## config.mk

```make
export PLATFORM = sky130hd
export DESIGN_NAME = esp_scaler
export DESIGN_NICKNAME = d
export VERILOG_FILES = /design/src/esp_pkg.sv /design/src/esp_range_check.sv /design/src/esp_scaler.sv
export SDC_FILE = /design/constraint.sdc
export NUM_CORES = 2
export LEC_CHECK = 0
export ABC_AREA = 1
export BUFFER_PORTS_ARGS = -buffer_cell sky130_fd_sc_hd__buf_2
export CAP_MARGIN = 0
export CORE_MARGIN = 1.5
export CORE_UTILIZATION = 35
export CTS_CLUSTER_SIZE = 30
export DETAILED_ROUTE_END_ITERATION = 16
export PLACE_DENSITY = 0.57
export SLEW_MARGIN = 10
export SYNTH_ARGS = -nofsm -noshare
export SYNTH_HDL_FRONTEND = slang
export SYNTH_SLANG_ARGS = --single-unit
export TNS_END_PERCENT = 5
```

## constraint.sdc

```tcl
create_clock -name core_clk -period 168.6 [get_ports core_clk]
set_clock_uncertainty 0.05 [all_clocks]
set_input_delay 33.72 -clock core_clk [delete_from_list [all_inputs] [get_ports core_clk]]
set_output_delay 33.72 -clock core_clk [all_outputs]
set_load 0.02 [all_outputs]
```

## src/esp_pkg.sv

```systemverilog
package esp_pkg;
   // ********************************************************************
   // Parameter frame layout
   // ********************************************************************
   localparam int unsigned ESP_PRM_OPBYTE = 10;
   localparam int unsigned ESP_PRM_CPR_HI = 11;
   localparam int unsigned ESP_PRM_CPR_LO = 12;
   localparam int unsigned ESP_PRM_TR_B0 = 13;
   localparam int unsigned ESP_PRM_TR_B3 = 16;
   localparam int unsigned ESP_OP_DIR_BIT = 0;
   localparam int unsigned ESP_OP_CLASS_BIT = 1;
   localparam int unsigned ESP_OP_SCALE_BIT = 3;
   localparam logic [7:0] ESP_OP_RESET = 8'h0a;
   localparam logic [15:0] ESP_CPR_RESET = 16'h1000;
   localparam logic [31:0] ESP_TR_RESET = 32'h0100_0000;
   // ********************************************************************
   // Command word and diagnostics
   // ********************************************************************
   localparam int unsigned ESP_CMD_PRESET_BIT = 31;
   localparam int unsigned ESP_DIAG_LEN = 6;
   localparam logic [7:0] ESP_STAT1_CFG_FAULT = 8'h02;
   localparam logic [7:0] ESP_STAT2_BASE = 8'h04;
   localparam logic [7:0] ESP_STAT3_BASE = 8'h00;
   typedef enum logic [1:0] {ESP_ST_PRM, ESP_ST_EXCH, ESP_ST_ERR} esp_state_t;
endpackage : esp_pkg

```

## src/esp_range_check.sv

```systemverilog
// ***********************************************************************
// Resolution plausibility checker
// ***********************************************************************
module esp_range_check #(
   parameter int unsigned HW_CPR = 8192,
   parameter int unsigned HW_REVS = 4096
) (
   input wire logic [15:0] cpr,
   input wire logic [31:0] total_res,
   output logic cfg_bad,
   output logic revs_pow2
);
   logic [31:0] hw_span;
   logic [31:0] revs;
   // Divider is combinational; parameters are static so the
   // slow path only matters after a parameter frame.
   always_comb begin
      hw_span = 32'(HW_CPR) * 32'(HW_REVS);
      revs = (cpr == 16'h0000) ? 32'h0000_0000 : total_res / 32'(cpr);
      cfg_bad = (cpr == 16'h0000) || (32'(cpr) > 32'(HW_CPR)) ||
                (revs > 32'(HW_REVS)) || (total_res == 32'h0000_0000) ||
                (total_res > hw_span);
      revs_pow2 = (revs != 32'h0000_0000) &&
                  ((revs & (revs - 32'h1)) == 32'h0000_0000);
   end
endmodule // esp_range_check

```

## src/esp_scaler.sv

```systemverilog
// Behaviour
// - Total over counts above hardware revolutions raises error.
// - Any nonzero counts per revolution up to hardware counts is accepted.
// - Revolutions not a power of two: position kept in restricted zone.
// - Total resolution is counts times revolutions, sent as two words.
// - Diagnostic reply is six bytes: status, master id, maker id.
// - Cyclic exchange: four-byte position out, four-byte command in.
// - Command bit 31 rising loads lower bits as current position; zero if past a scaled span.
// - Configuration is taken in every state except cyclic exchange, fault state included.
// - Preset only acts during cyclic data exchange.
// - Class 1 gives position, direction and preset only.
// - Class 2 adds resolution scaling to class 1.
// - Operating bit 0 selects direction; 1 counts up counter-clockwise.
// - Operating bit 1 picks class, default class 2.
// - Operating bit 3 enables scaling with configured resolution.
// - Counts per revolution sits in bytes 11 high and 12 low.
module esp_scaler
   import esp_pkg::*;
#(
   parameter int unsigned HW_CPR = 8192,
   parameter int unsigned HW_REVS = 4096,
   parameter logic [7:0] MAKER_ID_HI = 8'h5a, // Arbitrary value
   parameter logic [7:0] MAKER_ID_LO = 8'ha5 // Arbitrary value
) (
   input wire logic core_clk,
   input wire logic rstn,
   input wire logic prm_valid,
   input wire logic [4:0] prm_index,
   input wire logic [7:0] prm_byte,
   input wire logic prm_done,
   input wire logic exch_mode,
   input wire logic [31:0] cmd_word,
   input wire logic cmd_valid,
   input wire logic shaft_step,
   input wire logic shaft_cw,
   input wire logic [7:0] master_id,
   input wire logic diag_req,
   input wire logic [2:0] diag_index,
   output logic [31:0] position_q,
   output logic [7:0] diag_byte_q,
   output logic diag_valid_q,
   output logic cfg_error_q,
   output logic exchange_q
);
   // ********************************************************************
   // State and configuration
   // ********************************************************************
   esp_state_t state_q, state_d;
   logic [7:0] op_q, op_d;
   logic [15:0] cpr_q, cpr_d;
   logic [31:0] tr_q, tr_d;
   logic [31:0] position_d;
   logic [7:0] diag_byte_d;
   logic diag_valid_d, cfg_error_d, exchange_d;
   logic preset_prev_q, preset_prev_d;
   logic cfg_bad, revs_pow2, scale_on, preset_rise, up;
   logic [31:0] span;

   esp_range_check #(.HW_CPR(HW_CPR), .HW_REVS(HW_REVS)) u_check (
      .cpr(cpr_q),
      .total_res(tr_q),
      .cfg_bad(cfg_bad),
      .revs_pow2(revs_pow2)
   );

   // Scaling needs class 2 and the scaling bit both set
   assign scale_on = op_q[ESP_OP_CLASS_BIT] &&
                     op_q[ESP_OP_SCALE_BIT];
   // Hardware span when scaling is off, class 1 never scales
   assign span = scale_on ? tr_q : 32'(HW_CPR) * 32'(HW_REVS);
   // Only the edge counts, so a held bit does not freeze the position
   assign preset_rise = cmd_valid && cmd_word[ESP_CMD_PRESET_BIT] &&
                        !preset_prev_q;
   // Direction flip: counter-clockwise counts up when bit set
   assign up = shaft_cw ^ op_q[ESP_OP_DIR_BIT];

   // ********************************************************************
   // Next state
   // ********************************************************************
   always_comb begin
      state_d = state_q;
      op_d = op_q;
      cpr_d = cpr_q;
      tr_d = tr_q;
      position_d = position_q;
      preset_prev_d = preset_prev_q;
      // Parameter bytes latched in any state but exchange, fault state included
      if (state_q != ESP_ST_EXCH && prm_valid) begin
         if (32'(prm_index) == ESP_PRM_OPBYTE) begin
            op_d = prm_byte;
         end else if (32'(prm_index) == ESP_PRM_CPR_HI) begin
            cpr_d[15:8] = prm_byte;
         end else if (32'(prm_index) == ESP_PRM_CPR_LO) begin
            cpr_d[7:0] = prm_byte;
         end else if (32'(prm_index) >= ESP_PRM_TR_B0 &&
                      32'(prm_index) <= ESP_PRM_TR_B3) begin
            // High word first, big-endian bytes
            case (prm_index - 5'(ESP_PRM_TR_B0))
               5'h00: tr_d[31:24] = prm_byte;
               5'h01: tr_d[23:16] = prm_byte;
               5'h02: tr_d[15:8] = prm_byte;
               default: tr_d[7:0] = prm_byte;
            endcase
         end
      end
      case (state_q)
         ESP_ST_PRM: begin
            if (prm_done) begin
               // Bad values only matter when scaling uses them
               if (scale_on && cfg_bad) begin
                  state_d = ESP_ST_ERR;
               end else if (exch_mode) begin
                  state_d = ESP_ST_EXCH;
                  // Old position may lie past a smaller new span
                  if (position_q >= span) begin
                     position_d = 32'h0000_0000;
                  end
               end
            end
         end
         ESP_ST_EXCH: begin
            if (!exch_mode) begin
               state_d = ESP_ST_PRM;
            end else if (preset_rise) begin
               position_d = cmd_word[30:0] < span[30:0] || !scale_on ?
                            {1'b0, cmd_word[30:0]} : 32'h0000_0000;
            end else if (shaft_step) begin
               // Wrap inside span, configured or hardware when unscaled; covers red zone
               if (up) begin
                  position_d = (position_q + 32'h1 >= span) ?
                               32'h0000_0000 : position_q + 32'h1;
               end else begin
                  position_d = (position_q == 32'h0000_0000) ?
                               span - 32'h1 : position_q - 32'h1;
               end
            end
         end
         ESP_ST_ERR: begin
            // New parameter frame clears the fault
            if (prm_valid) begin
               state_d = ESP_ST_PRM;
            end
         end
         default: state_d = ESP_ST_PRM;
      endcase
      // Bit-31 history; master drops it to end preset
      if (cmd_valid) begin
         preset_prev_d = cmd_word[ESP_CMD_PRESET_BIT];
      end
   end

   // ********************************************************************
   // Status and diagnostics
   // ********************************************************************
   always_comb begin
      cfg_error_d = (state_d == ESP_ST_ERR);
      exchange_d = (state_d == ESP_ST_EXCH);
      diag_valid_d = diag_req && (32'(diag_index) < ESP_DIAG_LEN);
      case (diag_index)
         3'h0: diag_byte_d = cfg_error_q ? ESP_STAT1_CFG_FAULT : 8'h00;
         3'h1: diag_byte_d = ESP_STAT2_BASE;
         3'h2: diag_byte_d = ESP_STAT3_BASE;
         3'h3: diag_byte_d = master_id;
         3'h4: diag_byte_d = MAKER_ID_HI;
         3'h5: diag_byte_d = MAKER_ID_LO;
         default: diag_byte_d = 8'h00;
      endcase
      if (!diag_req) begin
         diag_byte_d = 8'h00;
      end
   end

   always_ff @(posedge core_clk or negedge rstn) begin
      if (!rstn) begin
         state_q <= ESP_ST_PRM;
         op_q <= ESP_OP_RESET;
         cpr_q <= ESP_CPR_RESET;
         tr_q <= ESP_TR_RESET;
         position_q <= 32'h0000_0000;
         preset_prev_q <= 1'b0;
         diag_byte_q <= 8'h00;
         diag_valid_q <= 1'b0;
         cfg_error_q <= 1'b0;
         exchange_q <= 1'b0;
      end else begin
         state_q <= state_d;
         op_q <= op_d;
         cpr_q <= cpr_d;
         tr_q <= tr_d;
         position_q <= position_d;
         preset_prev_q <= preset_prev_d;
         diag_byte_q <= diag_byte_d;
         diag_valid_q <= diag_valid_d;
         cfg_error_q <= cfg_error_d;
         exchange_q <= exchange_d;
      end
   end

   // ********************************************************************
   // Checks
   // ********************************************************************
   property p_preset_load;
      @(posedge core_clk) disable iff (!rstn)
      (state_q == ESP_ST_EXCH && exch_mode && preset_rise && !scale_on)
      |=> position_q == {1'b0, $past(cmd_word[30:0])};
   endproperty
   a_preset_load: assert property (p_preset_load)
      else $error("preset not loaded");

   property p_preset_once;
      @(posedge core_clk) disable iff (!rstn)
      (state_q == ESP_ST_EXCH && exch_mode && cmd_valid && !shaft_step &&
       cmd_word[ESP_CMD_PRESET_BIT] && preset_prev_q) |=> $stable(position_q);
   endproperty
   a_preset_once: assert property (p_preset_once)
      else $error("preset reloaded while held");

   property p_no_preset_prm;
      @(posedge core_clk) disable iff (!rstn)
      (state_q != ESP_ST_EXCH && !prm_done) |=> $stable(position_q);
   endproperty
   a_no_preset_prm: assert property (p_no_preset_prm)
      else $error("position moved outside exchange");

   property p_cfg_frozen;
      @(posedge core_clk) disable iff (!rstn)
      (state_q == ESP_ST_EXCH) |=> $stable(op_q) && $stable(cpr_q);
   endproperty
   a_cfg_frozen: assert property (p_cfg_frozen)
      else $error("config changed in exchange");

   property p_err_entry;
      @(posedge core_clk) disable iff (!rstn)
      (state_q == ESP_ST_PRM && prm_done && scale_on && cfg_bad)
      |=> cfg_error_q;
   endproperty
   a_err_entry: assert property (p_err_entry)
      else $error("config fault not flagged");

   property p_in_span;
      @(posedge core_clk) disable iff (!rstn)
      (state_q == ESP_ST_EXCH && scale_on && !cfg_bad) |-> position_q < span;
   endproperty
   a_in_span: assert property (p_in_span)
      else $error("position outside span");

   property p_red_zone;
      @(posedge core_clk) disable iff (!rstn)
      (state_q == ESP_ST_EXCH && exch_mode && scale_on && !revs_pow2 &&
       shaft_step && !preset_rise && up && position_q == tr_q - 32'h1)
      |=> position_q == 32'h0000_0000;
   endproperty
   a_red_zone: assert property (p_red_zone)
      else $error("red zone wrap missed");

   property p_diag_master;
      @(posedge core_clk) disable iff (!rstn)
      (diag_req && diag_index == 3'h3) |=> diag_valid_q &&
      diag_byte_q == $past(master_id);
   endproperty
   a_diag_master: assert property (p_diag_master)
      else $error("diag master id wrong");

   property p_class1_noscale;
      @(posedge core_clk) disable iff (!rstn)
      (!op_q[ESP_OP_CLASS_BIT] && state_q == ESP_ST_PRM && prm_done &&
       exch_mode) |=> exchange_q && !cfg_error_q;
   endproperty
   a_class1_noscale: assert property (p_class1_noscale)
      else $error("class 1 scaled");
endmodule // esp_scaler

```

==> metrics.md <==
| Metric | Value |
|---|---|
| RSZ-0062 raised after global routing | `no` |
| Worst Setup Path Type | `reg2reg` |
| H-tree levels | `3` |
| Num CTS Buffers | `9` |
| Period minus WS final | `95.18 ns` |
| Port Buf Inserts | `107` |
| Die width | `302 um` |
| Seq cells post-synth | `97` |
| Vias in the first global route | `30,800` |
| Mapped cell area | `31,200 um^2` |
| Max Cap Viol | `0` |
| Startpoint types | `flip-flop` |
| Crit Path Max Fanout | `35` |
| Max stage delay cell, worst path | `inv_1` |
| 1st-iter DRT viols | `1,912` |
| Fmax | `10.5 MHz` |
| Final Hold Viols | `0` |
| Filler Cells Inserted | `9,877` |
| Drt drc | `0` |
| Mapped Cells | `5,165` |
| Antenna-violating nets left | `0` |
| CP required | `168.81 ns` |
| Post CTS Setup Buffer Count | `0` |
| First-pass GRT wire length | `158,000 um` |
| Hold buffer count at cts | `0` |
| Asr flop ratio synth | `100%` |
| Commonest non-fill, non-tap cell in the layout | `nand2_1` |
| Commonest non-fill, non-tap cells in the layout | `nand2_1 (1,273), inv_1 (663), ha_1 (491), o21ai_0 (418), nand3_1 (367)` |
| Diode count | `0` |
| Vias per cell | `5.16` |
| Placer Congestion | `0.951` |
| Synth warn | `0` |
| Global-route usage over all layers | `21.1%` |
| Drt wl/cell | `15.1 um` |
| Post-synth EDFFs | `0` |
| Gr ovfl total | `0` |
| Initial antenna violation count | `0` |
| Post_cts resized | `0` |
| Core Region | `88,400 um^2` |
| Syn avg cell area | `6.05 um^2` |
| Period utilization | `56.5%` |
| Hold/Removal Path Class | `reg2reg` |
| # nets final | `5,738` |
| I/O pin count | `108` |
| # setup viols final | `0` |
| Total Wirelength | `96,200 um` |
| Most used cell, CP | `nand2_1` |
| CTS clk-pin slew, worst paths | `0.08 ns` |
| Layout cells sized above 1 | `8.27%` |
| Measured slew at the worst slew-check pin | `1.09 ns` |
| DR vias | `32,800` |
| Syn nets | `5,721` |
| Clock buffer depth | `2` |
| DIE AREA | `91,000 um^2` |
| Crit path DAT | `95.40 ns` |
| Outcome | `finished, final reports clean` |
| Layout area overhead | `6.11%` |
| Die Span Y | `302 um` |
| Synth cell types | `67` |
| Register area share after synthesis | `7.79%` |
| Router iterations before antenna repair | `5` |
| Site Rows | `109` |
| Slew headroom | `26.5%` |
| Post-route setup TNS | `0 ns` |
| Clk sinks | `97` |
| Skew-Pair Late Insertion Delay | `0.38 ns` |
| Pin count of the biggest net entering global routing | `57` |
| Clock root buffer master | `clkbuf_16` |
| Crit end category | `flip-flop` |
| Main flop type after synthesis | `dfrtp_1` |
| Max stage delay on crit path | `0.55 ns` |
| CTS tree | `yes` |
| Detailed-placement wirelength estimate | `77,400 um` |
| Final Max Slew Viols | `0` |
| Initial Utilization | `35.3%` |
sequential cells by signal (all words and copies together) (netlist names):
signal         count
tr_q              32
diag_valid_q       1
state_q            2
cpr_q             16
exchange_q         1
cfg_error_q        1
op_q               3
diag_byte_q        8
preset_prev_q      1
position_q        32
Yosys cell counts, types with 28 or more instances:
cell type | n | area, um^2
o31ai_1 | 28 | 210
inv_2 | 51 | 191
nand3_1 | 367 | 1840
nand2_1 | 1273 | 4780
xnor2_1 | 99 | 867
nor3_1 | 69 | 345
nand4_1 | 92 | 576
inv_1 | 663 | 2490
a21oi_1 | 348 | 1740
ha_1 | 491 | 6140
or2_2 | 36 | 225
dfrtp_1 | 93 | 2330
nor2_1 | 309 | 1160
xor2_1 | 223 | 1950
o21ai_0 | 418 | 2090
nand2_2 | 72 | 450
o21bai_1 | 33 | 248
clkbuf_1 | 97 | 364
o21ai_1 | 50 | 250
a21o_1 | 29 | 218
area by class of cell:
type / instances / area [um^2] / area share, %
Timing Repair Buffer: 139 / 778 / 2.35
Tap cell: 1165 / 1460 / 4.40
Multi-Input combinational cell: 4203 / 25400 / 76.7
Inverter: 732 / 2750 / 8.30
Clock inverter: 7 / 76.3 / 0.230
Clock buffer: 9 / 225 / 0.680
Sequential cell: 97 / 2430 / 7.34
path summary, 6_finish.rpt:
| kind | from | end | slack [ns] | cells after the start |
|---|---|---|---|---|
| min in group asynchronous | rstn | preset_prev_q | 33.27 | 1 |
| max in group asynchronous | rstn | cpr_q[9] | 134.02 | 2 |
| setup / recovery | cpr_q[13] | position_q[14] | 73.42 | 606 |
| hold / removal | op_q[3] | op_q[3] | 0.44 | 2 |
| setup reg to reg | cpr_q[13] | position_q[14] | 73.42 | 606 |
| hold reg to reg | op_q[3] | op_q[3] | 0.44 | 2 |
worst max-delay path: cells and delay by family (launching register included):
family	cells	cell delay, ns
fa+ha+maj	31	9.88
flops	1	0.43
compound gates	205	38.81
buf+inv	127	15.16
xor+xnor	1	0.17
simple gates	242	30.14
kinds of logic (layout without fill, tap and decap cells):
kind of cell               count (synthesis)  after routing  share of synthesized area (%)
xor gates and xnor gates                 322            322                           9.03
and+or+nand+nor                         2391           2391                           34.9
buffers and inverters                    865            887                           10.9
adders and majority gates                491            491                           19.7
DFF                                       97             97                           7.79
AOI/OAI and AO/OA                        999            999                           17.7
metal layers:
metal,vias up,routed length (um),global-route usage (%),share of wire [%]
li1,17200,-,-,-
met3,88,4500,1.82,4.7
met4,0,1290,3.70,1.3
met2,677,44400,36.8,46
met1,14800,46000,28.4,48
met5,-,0,0,0
per-stage QoR:
stage	cell area [um^2]	setup WS [ns]	hold WS [ns]	instances	util (%)
after detailed placement	32800	73.52	0.438	6336	37.2
after floorplan	31200	84.62	0.403	5165	-
final	33100	73.42	0.444	6352	37.5
after CTS	33100	73.08	0.445	6352	37.5
after global routing	33100	59.99	0.469	6352	37.5
after global placement	32800	74.99	0.427	6336	37.2
Power is not shown: default switching activity piles up to over one toggle a cycle in this logic, so the estimate is an artifact.
